**src/rtl/fuse_sig_pkg.sv**
```systemverilog
package fuse_sig_pkg;

    localparam int FUSE_IDX_W = 4;
    localparam int FUSE_COUNT = 11;
    localparam int PART_ID_BYTES = 3;
    localparam int SERIAL_BYTES = 10;

    // signature row offsets
    localparam logic [5:0] OFS_PART_ID = 6'h00;
    localparam logic [5:0] OFS_SERIAL = 6'h03;
    localparam logic [5:0] OFS_OSC_16M_3V = 6'h22;
    localparam logic [5:0] OFS_OSC_16M_5V = 6'h23;
    localparam logic [5:0] OFS_OSC_20M_3V = 6'h24;
    localparam logic [5:0] OFS_OSC_20M_5V = 6'h25;

    // fuse bank offsets
    localparam logic [3:0] FUSE_WATCHDOG = 4'h0;
    localparam logic [3:0] FUSE_BROWNOUT = 4'h1;
    localparam logic [3:0] FUSE_OSC = 4'h2;
    localparam logic [3:0] FUSE_SYS_A = 4'h5;
    localparam logic [3:0] FUSE_SYS_B = 4'h6;
    localparam logic [3:0] FUSE_APP_END = 4'h7;
    localparam logic [3:0] FUSE_BOOT_END = 4'h8;
    localparam logic [3:0] FUSE_LOCK = 4'ha;

    // fixed values
    localparam logic [7:0] RSVD_READ = 8'h00;
    localparam logic [7:0] FUSE_ERASED = 8'hff;
    localparam logic [7:0] WATCHDOG_FUSE_RST = 8'h00;
    localparam logic [7:0] BROWNOUT_FUSE_RST = 8'h00;
    localparam logic [7:0] OSC_FUSE_RST = 8'h02;
    localparam logic [7:0] SYS_A_FUSE_RST = 8'hc4;
    localparam logic [7:0] SYS_B_FUSE_RST = 8'h07;
    localparam logic [7:0] PLAIN_FUSE_RST = 8'h00;

    // brown-out codes
    localparam logic [2:0] BOD_LVL_1V8 = 3'h0;
    localparam logic [2:0] BOD_LVL_2V6 = 3'h2;
    localparam logic [2:0] BOD_LVL_4V2 = 3'h7;
    localparam logic BOD_RATE_125HZ = 1'b1;
    localparam logic [1:0] BOD_MODE_OFF = 2'h0;
    localparam logic [1:0] BOD_MODE_ON = 2'h1;
    localparam logic [1:0] BOD_MODE_SAMPLED = 2'h2;
    localparam logic [1:0] BOD_MODE_HOLD = 2'h3;

    typedef logic [7:0] byte_t;
    typedef struct packed {logic [3:0] window; logic [3:0] period;} wdt_cfg_s;
    typedef struct packed {logic [2:0] level; logic sample_rate; logic [1:0] active; logic [1:0] sleep;} bod_fuse_s;
    typedef struct packed {logic sample_rate; logic [1:0] active; logic [1:0] sleep;} bod_first_s;
    typedef enum logic {SPACE_SIG, SPACE_FUSE} space_e;
    typedef struct packed {space_e space; logic [5:0] addr;} byte_req_s;
    typedef enum logic [1:0] {ST_LOAD_WDT, ST_LOAD_BOD, ST_READY} load_e;

    function automatic logic fuse_mapped(input logic [3:0] idx);
        return idx inside {FUSE_WATCHDOG, FUSE_BROWNOUT, FUSE_OSC, FUSE_SYS_A, FUSE_SYS_B,
                           FUSE_APP_END, FUSE_BOOT_END, FUSE_LOCK};
    endfunction

    function automatic byte_t fuse_default(input logic [3:0] idx);
        if (idx == FUSE_WATCHDOG) return WATCHDOG_FUSE_RST;
        if (idx == FUSE_BROWNOUT) return BROWNOUT_FUSE_RST;
        if (idx == FUSE_OSC) return OSC_FUSE_RST;
        if (idx == FUSE_SYS_A) return SYS_A_FUSE_RST;
        if (idx == FUSE_SYS_B) return SYS_B_FUSE_RST;
        return PLAIN_FUSE_RST;
    endfunction

endpackage

```
**src/rtl/fuse_store.sv**
```systemverilog
`timescale 1ns/100ps
module fuse_store (
    // clock and power-on reset
    input wire logic ref_clk,
    input wire logic por_n,
    // programming writes
    input wire logic wr_en,
    input wire logic [3:0] wr_idx,
    input wire fuse_sig_pkg::byte_t wr_data,
    input wire logic erase,
    // stored bytes and status
    output fuse_sig_pkg::byte_t fuse_q [fuse_sig_pkg::FUSE_COUNT],
    output logic done_q,
    output logic refused_q
);

    wire wr_mapped = fuse_sig_pkg::fuse_mapped(wr_idx);
    wire wr_take = wr_en & wr_mapped & ~erase;

    // contents survive system reset; only power-on brings back the defaults
    for (genvar i = 0; i < fuse_sig_pkg::FUSE_COUNT; i++) begin : g_byte
        localparam logic [3:0] IDX = fuse_sig_pkg::FUSE_IDX_W'(i);
        localparam fuse_sig_pkg::byte_t RST = fuse_sig_pkg::fuse_default(IDX);
        always_ff @(posedge ref_clk or negedge por_n) begin
            if (!por_n) begin
                fuse_q[i] <= RST;
            end else if (erase) begin
                fuse_q[i] <= fuse_sig_pkg::FUSE_ERASED;
            end else if (wr_take && wr_idx == IDX) begin
                fuse_q[i] <= wr_data;
            end
        end
    end

    always_ff @(posedge ref_clk or negedge por_n) begin
        if (!por_n) begin
            done_q <= 1'b0;
            refused_q <= 1'b0;
        end else begin
            done_q <= erase | wr_take;
            refused_q <= wr_en & ~wr_mapped & ~erase;
        end
    end

endmodule

```
**src/rtl/signature_fuse_loader.sv**
```systemverilog
`timescale 1ns/100ps
// Function
// three read-only part identifier bytes from signature offset zero upward.
// ten read-only serial bytes from signature offset three, one per offset.
// offset 0x22 reads signed oscillator error, 16 MHz at 3 V.
// offset 0x23 reads signed oscillator error, 16 MHz at 5 V.
// offset 0x24 reads signed oscillator error, 20 MHz at 3 V.
// offset 0x25 reads signed oscillator error, 20 MHz at 5 V.
// on reset, watchdog fuse upper nibble goes to the window field.
// on reset, watchdog fuse lower nibble goes to the period field.
// brown-out settings reload only after power-on; other resets keep them.
// on reset, three-bit threshold level goes to second brown-out control.
// on reset, sample rate bit goes to first brown-out control.
// on reset, active-mode field goes to first brown-out control.
// on reset, sleep-mode field goes to first brown-out control.
// processor only reads fuses; programming port alone writes or clears them.
// processor writes are ignored and change nothing.
// reserved offsets read a fixed value with no side effect.
module signature_fuse_loader #(
    parameter logic [23:0] PART_ID = 24'h00_a5c3,        // arbitrary value
    parameter logic [79:0] SERIAL = 80'h0102_0304_0506_0708_090a, // arbitrary value
    parameter logic [7:0] OSC_ERR_16M_3V = 8'h03,        // arbitrary value
    parameter logic [7:0] OSC_ERR_16M_5V = 8'hfe,        // arbitrary value
    parameter logic [7:0] OSC_ERR_20M_3V = 8'h05,        // arbitrary value
    parameter logic [7:0] OSC_ERR_20M_5V = 8'hfa         // arbitrary value
) (
    // clock and resets
    input wire logic ref_clk,
    input wire logic nrst,
    input wire logic por_n,
    // processor access
    input wire logic cpu_rd_en,
    input wire fuse_sig_pkg::byte_req_s cpu_rd_req,
    input wire logic cpu_wr_en,
    input wire fuse_sig_pkg::byte_req_s cpu_wr_req,
    input wire fuse_sig_pkg::byte_t cpu_wr_data,
    output fuse_sig_pkg::byte_t cpu_rd_data_q,
    output logic cpu_rd_valid_q,
    output logic cpu_wr_ignored_q,
    // programming and debug port access
    input wire logic prog_rd_en,
    input wire fuse_sig_pkg::byte_req_s prog_rd_req,
    input wire logic prog_wr_en,
    input wire logic [3:0] prog_wr_idx,
    input wire fuse_sig_pkg::byte_t prog_wr_data,
    input wire logic prog_erase,
    output fuse_sig_pkg::byte_t prog_rd_data_q,
    output logic prog_rd_valid_q,
    output logic prog_done_q,
    output logic prog_refused_q,
    // loaded control fields
    output fuse_sig_pkg::wdt_cfg_s watchdog_control_reg_q,
    output fuse_sig_pkg::bod_first_s brownout_control_first_q,
    output logic [2:0] brownout_control_second_q,
    output logic load_done_q,
    // brown-out mode decodes
    output logic bod_active_on_q,
    output logic bod_sleep_on_q,
    output logic bod_wake_hold_q,
    output logic bod_sleep_rsvd_q,
    output logic bod_slow_sample_q,
    output logic bod_level_listed_q
);

    fuse_sig_pkg::byte_t fuse_q [fuse_sig_pkg::FUSE_COUNT];
    fuse_sig_pkg::load_e state_q;
    fuse_sig_pkg::load_e state_d;
    logic por_pending_q;
    logic por_pending_d;

    // the processor has no write port into the store; it only reads fuse_q
    fuse_store u_store (
        .ref_clk(ref_clk),
        .por_n(por_n),
        .wr_en(prog_wr_en),
        .wr_idx(prog_wr_idx),
        .wr_data(prog_wr_data),
        .erase(prog_erase),
        .fuse_q(fuse_q),
        .done_q(prog_done_q),
        .refused_q(prog_refused_q)
    );

    // signature row lookup; everything is a constant, so reads have no effect
    function automatic fuse_sig_pkg::byte_t sig_byte(input logic [5:0] a);
        logic [5:0] ser;
        ser = a - fuse_sig_pkg::OFS_SERIAL;
        if (a < fuse_sig_pkg::OFS_SERIAL) begin
            return PART_ID[8 * int'(a - fuse_sig_pkg::OFS_PART_ID) +: 8];
        end
        if (int'(ser) < fuse_sig_pkg::SERIAL_BYTES) begin
            return SERIAL[8 * int'(ser) +: 8];
        end
        if (a == fuse_sig_pkg::OFS_OSC_16M_3V) begin
            return OSC_ERR_16M_3V;
        end
        if (a == fuse_sig_pkg::OFS_OSC_16M_5V) begin
            return OSC_ERR_16M_5V;
        end
        if (a == fuse_sig_pkg::OFS_OSC_20M_3V) begin
            return OSC_ERR_20M_3V;
        end
        if (a == fuse_sig_pkg::OFS_OSC_20M_5V) begin
            return OSC_ERR_20M_5V;
        end
        return fuse_sig_pkg::RSVD_READ;
    endfunction

    // fuse bank lookup; reserved and out-of-range offsets give the fixed value
    function automatic fuse_sig_pkg::byte_t fuse_byte(input logic [5:0] a);
        logic [3:0] idx;
        idx = a[3:0];
        if (a > 6'(fuse_sig_pkg::FUSE_LOCK)) begin
            return fuse_sig_pkg::RSVD_READ;
        end
        if (!fuse_sig_pkg::fuse_mapped(idx)) begin
            return fuse_sig_pkg::RSVD_READ;
        end
        return fuse_q[idx];
    endfunction

    function automatic fuse_sig_pkg::byte_t read_byte(input fuse_sig_pkg::byte_req_s r);
        if (r.space == fuse_sig_pkg::SPACE_FUSE) begin
            return fuse_byte(r.addr);
        end
        return sig_byte(r.addr);
    endfunction

    // read selection shared by both ports; a process, not a net, so a fuse
    // write is seen even while the requested address stands still
    fuse_sig_pkg::byte_t cpu_rd_sel;
    fuse_sig_pkg::byte_t prog_rd_sel;
    always_comb begin
        cpu_rd_sel = read_byte(cpu_rd_req);
        prog_rd_sel = read_byte(prog_rd_req);
    end

    // the watched fuse fields as the loader sees them
    wire fuse_sig_pkg::wdt_cfg_s wdt_fuse = fuse_q[fuse_sig_pkg::FUSE_WATCHDOG];
    wire fuse_sig_pkg::bod_fuse_s bod_fuse = fuse_q[fuse_sig_pkg::FUSE_BROWNOUT];

    // loader sequencing
    wire in_load_wdt = state_q == fuse_sig_pkg::ST_LOAD_WDT;
    wire in_load_bod = state_q == fuse_sig_pkg::ST_LOAD_BOD;
    wire take_bod = in_load_bod & por_pending_q;

    // brown-out mode decodes from the loaded copy
    wire active_on = brownout_control_first_q.active != fuse_sig_pkg::BOD_MODE_OFF;
    wire sleep_on = brownout_control_first_q.sleep inside {fuse_sig_pkg::BOD_MODE_ON,
                                                           fuse_sig_pkg::BOD_MODE_SAMPLED};
    wire wake_hold = brownout_control_first_q.active == fuse_sig_pkg::BOD_MODE_HOLD;
    wire sleep_rsvd = brownout_control_first_q.sleep == fuse_sig_pkg::BOD_MODE_HOLD;
    wire slow_sample = brownout_control_first_q.sample_rate == fuse_sig_pkg::BOD_RATE_125HZ;
    wire level_listed = brownout_control_second_q inside {fuse_sig_pkg::BOD_LVL_1V8,
                                                          fuse_sig_pkg::BOD_LVL_2V6,
                                                          fuse_sig_pkg::BOD_LVL_4V2};

    always_comb begin
        state_d = state_q;
        unique case (state_q)
            fuse_sig_pkg::ST_LOAD_WDT: begin
                state_d = fuse_sig_pkg::ST_LOAD_BOD;
            end
            fuse_sig_pkg::ST_LOAD_BOD: begin
                state_d = fuse_sig_pkg::ST_READY;
            end
            fuse_sig_pkg::ST_READY: begin
                state_d = fuse_sig_pkg::ST_READY;
            end
            default: begin
                state_d = fuse_sig_pkg::ST_LOAD_WDT;
            end
        endcase
    end

    // a power-on leaves a pending mark that only the brown-out copy consumes
    always_comb begin
        por_pending_d = por_pending_q;
        if (take_bod) begin
            por_pending_d = 1'b0;
        end
    end

    // every system reset restarts the load sequence
    always_ff @(posedge ref_clk or negedge nrst) begin
        if (!nrst) begin
            state_q <= fuse_sig_pkg::ST_LOAD_WDT;
        end else begin
            state_q <= state_d;
        end
    end

    always_ff @(posedge ref_clk or negedge nrst) begin
        if (!nrst) begin
            load_done_q <= 1'b0;
        end else begin
            load_done_q <= state_d == fuse_sig_pkg::ST_READY;
        end
    end

    // watchdog copy happens on every system reset, not on a power-on alone
    always_ff @(posedge ref_clk or negedge nrst) begin
        if (!nrst) begin
            watchdog_control_reg_q <= fuse_sig_pkg::wdt_cfg_s'(fuse_sig_pkg::WATCHDOG_FUSE_RST);
        end else if (in_load_wdt) begin
            watchdog_control_reg_q.window <= wdt_fuse.window;
            watchdog_control_reg_q.period <= wdt_fuse.period;
        end
    end

    // brown-out state lives on the power-on reset so a system reset keeps it
    always_ff @(posedge ref_clk or negedge por_n) begin
        if (!por_n) begin
            por_pending_q <= 1'b1;
        end else begin
            por_pending_q <= por_pending_d;
        end
    end

    always_ff @(posedge ref_clk or negedge por_n) begin
        if (!por_n) begin
            brownout_control_second_q <= fuse_sig_pkg::BOD_LVL_1V8;
        end else if (take_bod) begin
            brownout_control_second_q <= bod_fuse.level;
        end
    end

    always_ff @(posedge ref_clk or negedge por_n) begin
        if (!por_n) begin
            brownout_control_first_q <= '0;
        end else if (take_bod) begin
            brownout_control_first_q.sample_rate <= bod_fuse.sample_rate;
            brownout_control_first_q.active <= bod_fuse.active;
            brownout_control_first_q.sleep <= bod_fuse.sleep;
        end
    end

    // registered decodes so the outputs come from flops
    always_ff @(posedge ref_clk or negedge por_n) begin
        if (!por_n) begin
            bod_active_on_q <= 1'b0;
            bod_sleep_on_q <= 1'b0;
            bod_wake_hold_q <= 1'b0;
        end else begin
            bod_active_on_q <= active_on;
            bod_sleep_on_q <= sleep_on;
            bod_wake_hold_q <= wake_hold;
        end
    end

    always_ff @(posedge ref_clk or negedge por_n) begin
        if (!por_n) begin
            bod_sleep_rsvd_q <= 1'b0;
            bod_slow_sample_q <= 1'b0;
            bod_level_listed_q <= 1'b1;
        end else begin
            bod_sleep_rsvd_q <= sleep_rsvd;
            bod_slow_sample_q <= slow_sample;
            bod_level_listed_q <= level_listed;
        end
    end

    // processor reads: one cycle latency, data holds until the next read
    always_ff @(posedge ref_clk or negedge nrst) begin
        if (!nrst) begin
            cpu_rd_data_q <= fuse_sig_pkg::RSVD_READ;
            cpu_rd_valid_q <= 1'b0;
        end else begin
            cpu_rd_valid_q <= cpu_rd_en;
            if (cpu_rd_en) begin
                cpu_rd_data_q <= cpu_rd_sel;
            end
        end
    end

    // processor writes only raise a one-cycle notice; no storage sees them
    always_ff @(posedge ref_clk or negedge nrst) begin
        if (!nrst) begin
            cpu_wr_ignored_q <= 1'b0;
        end else begin
            cpu_wr_ignored_q <= cpu_wr_en;
        end
    end

    // programming port reads see the live store, including bytes not yet reloaded
    always_ff @(posedge ref_clk or negedge nrst) begin
        if (!nrst) begin
            prog_rd_data_q <= fuse_sig_pkg::RSVD_READ;
            prog_rd_valid_q <= 1'b0;
        end else begin
            prog_rd_valid_q <= prog_rd_en;
            if (prog_rd_en) begin
                prog_rd_data_q <= prog_rd_sel;
            end
        end
    end

    // write address and data are accepted but deliberately unused
    wire unused_wr = ^{cpu_wr_req, cpu_wr_data};

endmodule

```
**config.mk**
```make
export PLATFORM = sky130hd
export DESIGN_NAME = signature_fuse_loader
export DESIGN_NICKNAME = d
export VERILOG_FILES = /design/src/rtl/fuse_sig_pkg.sv /design/src/rtl/fuse_store.sv /design/src/rtl/signature_fuse_loader.sv
export SDC_FILE = /design/constraint.sdc
export NUM_CORES = 1
export LEC_CHECK = 0
export ABC_AREA = 1
export BUFFER_PORTS_ARGS = -buffer_cell sky130_fd_sc_hd__buf_2
export CAP_MARGIN = 0
export CORE_AREA = 3 3 121 123
export DETAILED_ROUTE_END_ITERATION = 8
export DIE_AREA = 0 0 124 126
export PLACE_DENSITY = 0.77
export SLEW_MARGIN = 20
export SYNTH_ARGS = -nofsm -noshare
export SYNTH_HDL_FRONTEND = slang
export SYNTH_SLANG_ARGS = --single-unit
```
**constraint.sdc**
```tcl
create_clock -name ref_clk -period 1.35 [get_ports ref_clk]
set_input_delay 0.27 -clock ref_clk [delete_from_list [all_inputs] [get_ports ref_clk]]
set_output_delay 0.27 -clock ref_clk [all_outputs]
set_load 0.02 [all_outputs]
```
==> impl_metrics.tcl <==
set metrics [dict create \
    synth_nets 1095 \
    p_leak_nw 4.804 \
    start_kind "register" \
    syn_inst 1034 \
    rsz0062_at_grt "true" \
    fin_hold_ws_ns 0.09431 \
    tightest_slew_ns 0.6754 \
    grt_pass1_vias 7362 \
    avgViaCountPerCell 5.590 \
    syn_avg_cell_area_sq_um 7.489 \
    drive_gt1_share_pct 25.25 \
    power_mw 10.94 \
    numPortBuffers 77 \
    antenna_found_initial 0 \
    grt_overflow_total 0 \
    slew_violations 0 \
    dpl.cell_count 1334 \
    dp_hpwl_um 16330 \
    dr.pass1.iters 6 \
    ys_types 40 \
    root_buffer "clkbuf_16" \
    dieArea_sq_um 15620 \
    grt_max_degree 79 \
    num-nets-final 1240 \
    netlist_area_sq_um 7744 \
    arrival_ns 1.70 \
    drt_iter0_markers 689 \
    ys_ff_latch 134 \
    violations "negative setup slack" \
    yosys_warnings 0 \
    grt_first_pass_wirelength_um 35880 \
    core_area_sq_um 13770 \
    die_h_um 126 \
    timing.fmax_mhz 723.1 \
    insertion_delay_ns 0.43 \
    max-slew-margin-rel_pct 54.97 \
    maxCapViolations 0 \
    vias 7670 \
    fin_crit_sh_pct 102.4 \
    setup_violations 2 \
    hold_viol 0 \
    synth-main-ff-cell "dfrtp_1" \
    status "finished with violations" \
    wl_um 21900 \
    cts_buffer_depth 2 \
    seq_area_frac_synth_pct 43.45 \
    wl_per_cell_um 15.97 \
    stdcell_count 1372 \
    cts_made_buffers 17 \
    ioPinCount 93 \
    cts_sinks 134 \
    die_w_um 124 \
    path_clk_slew_ns 0.06 \
    final.setup_skew_ns 0.007307 \
    layout_min_cycle_time_ns 1.383 \
    tns_ns -0.03898 \
    syn2layout_area_growth_pct 25.03 \
    h-tree-depth 4 \
    antennaDiodeCount 0 \
    place_congestion 0.9414 \
    end_kind "register" \
    timing.final.ws_setup_ns -0.03294 \
    power_density_nw_per_um2 1130 \
    drc 0 \
    rows 43 \
    grt_use_total_pct 29.29 \
    crit_path_max_fanout 3 \
    async_flop_share_pct 100.0 \
    tritoncts "built" \
    hp-class "input port to register" \
    cp_data_required_time_ns 1.67 \
    start_util_pct 56.22 \
    synth_edf_count 0 \
    num-fill-cells 1137 \
    path_class "register to register" \
    ir_drop_uv 949.4 \
    ant_nets 0 \
]
==> logic make-up after synthesis <==
| group | after synthesis | synth area share (%) |
|---|---|---|
| simple gates | 488 | 27.81 |
| compound gates | 235 | 16.69 |
| buf+inv | 163 | 9.856 |
| flops | 134 | 43.45 |
| fa+ha+maj | 12 | 1.939 |
| xor+xnor | 1 | 0.1131 |
| mux | 1 | 0.1454 |
==> synthesized netlist by cell type (4+ instances only) <==
master	number	area [sq um]
dfstp_2	9	236.5
nand2_1	257	964.7
buf_2	17	85.08
nor2_2	4	25.02
o211ai_1	27	202.7
clkbuf_1	10	37.54
inv_2	5	18.77
a21oi_1	93	465.5
nand4_1	6	37.54
nand3_1	52	260.3
buf_4	6	45.04
buf_6	12	135.1
o21ai_1	8	40.04
nand2_2	19	118.9
dfrtp_1	125	3128
ha_1	12	150.1
o221ai_1	7	61.31
nor2_1	119	446.7
o21ai_0	92	460.4
inv_1	109	409.1
nand3_2	4	40.04
nor3_1	7	35.03
or2_2	4	25.02
==> per-layer routing <==
layer / vias up / part of all wire (%) / GRT usage [%]
li1: 3652 / - / -
met1: 3565 / 40 / 38.60
met2: 381 / 47 / 46.01
met3: 72 / 9.0 / 6.960
met4: 0 / 4.1 / 12.89
met5: - / 0 / 0
==> state kept, by name (all words and copies together) (netlist names) <==
signal,cells
u_store.fuse_q,88
cpu_rd_data_q,8
prog_rd_data_q,8
watchdog_control_reg_q,8
brownout_control_first_q,4
brownout_control_second_q,3
state_q,2
bod_active_on_q,1
bod_level_listed_q,1
bod_sleep_on_q,1
bod_sleep_rsvd_q,1
bod_slow_sample_q,1
bod_wake_hold_q,1
cpu_rd_valid_q,1
cpu_wr_ignored_q,1
por_pending_q,1
prog_rd_valid_q,1
slow_sample,1
u_store.done_q,1
u_store.refused_q,1
==> through the flow <==
step                      cell area, sq um  setup WS (ns)  utilization, %
after floorplan                       7888        -0.1064               -
after global placement                8920        -0.3416           64.76
after detailed placement              8920        -0.4118           64.76
after CTS                             9560       -0.02551           69.41
after global routing                  9682        -0.1210           70.29
final                                 9682       -0.03294           70.29
==> critical path: stages, from the launching register on <==
cell	delay [ns]
dfrtp_1	0.40
a21oi_1	0.18
o21ai_0	0.11
nand2_1	0.08
nand2_1	0.08
o21ai_1	0.10
nor2_1	0.05
nand2_1	0.06
nand2_1	0.05
nor2_1	0.09
nor2_1	0.05
==> power breakdown <==
group          internal, mW  switching, mW  leakage [nW]
Combinational         0.682           1.22          3.05
Sequential             4.27          0.157          1.47
Clock                  2.76           1.85         0.284
==> worst paths after layout <==
check / cells past startpoint / end / start / slack (ns)
min: 1 / cpu_rd_valid_q$_DFF_PN0_ / cpu_rd_en / 0.09
max reg2reg: 10 / prog_rd_data_q[6]$_DFFE_PN0P_ / u_store.fuse_q[30]$_DFFE_PN0P_ / -0.03
min in group asynchronous: 3 / u_store.fuse_q[2]$_DFFE_PN0P_ / por_n / 0.40
max in group asynchronous: 2 / watchdog_control_reg_q[1]$_DFFE_PN0N_ / nrst / 0.48
min reg2reg: 0 / bod_slow_sample_q$_DFF_PN0_ / slow_sample$_DFFE_PN0P_ / 0.40
max: 10 / prog_rd_data_q[6]$_DFFE_PN0P_ / u_store.fuse_q[30]$_DFFE_PN0P_ / -0.03
==> layout by cell type (no fill, tap or decap), types with 3 or more instances in the layout <==
cell type | netlist | final
nand2_1 | 257 | 249
dfrtp_1 | 125 | 125
nor2_1 | 119 | 114
inv_1 | 109 | 103
a21oi_1 | 93 | 89
buf_4 | 6 | 81
o21ai_0 | 92 | 77
buf_2 | 17 | 73
nand3_1 | 52 | 50
o211ai_1 | 27 | 27
nand2_2 | 19 | 26
o21ai_1 | 8 | 22
clkbuf_16 | 0 | 17
inv_2 | 5 | 9
dfstp_2 | 9 | 9
buf_12 | 0 | 9
nor2_2 | 4 | 8
o221ai_1 | 7 | 7
nor3_1 | 7 | 6
nand4_1 | 6 | 6
ha_4 | 0 | 6
inv_8 | 1 | 5
inv_6 | 1 | 5
nand3_2 | 4 | 5
ha_1 | 12 | 5
or2_2 | 4 | 4
nor2_4 | 3 | 4
nand2_4 | 3 | 4
a21oi_2 | 0 | 4
o21ai_2 | 2 | 3
nor2_8 | 3 | 3
nand3_4 | 2 | 3
clkinvlp_4 | 0 | 3
dlygate4sd3_1 | 0 | 3
buf_6 | 12 | 3
==> area by class of cell <==
type	count	area, sq um	share of cell area (%)
Clock buffer	17	425.4	4.394
Clock inverter	15	167.7	1.732
Inverter	118	475.5	4.911
Multi-Input combinational cell	737	3791	39.16
Sequential cell	134	3364	34.75
Tap cell	180	225.2	2.326
Timing Repair Buffer	171	1232	12.73
==> timing repair <==
action	CTS	global route
hold endpoints to repair	126	0
cloned	0	0
hold buffers	3	0
endpoints found under the setup margin	7	25
pin swaps	9	18
buffers inserted	1	2
gates resized for setup	6	40
Power figures use the tool's default switching activity.
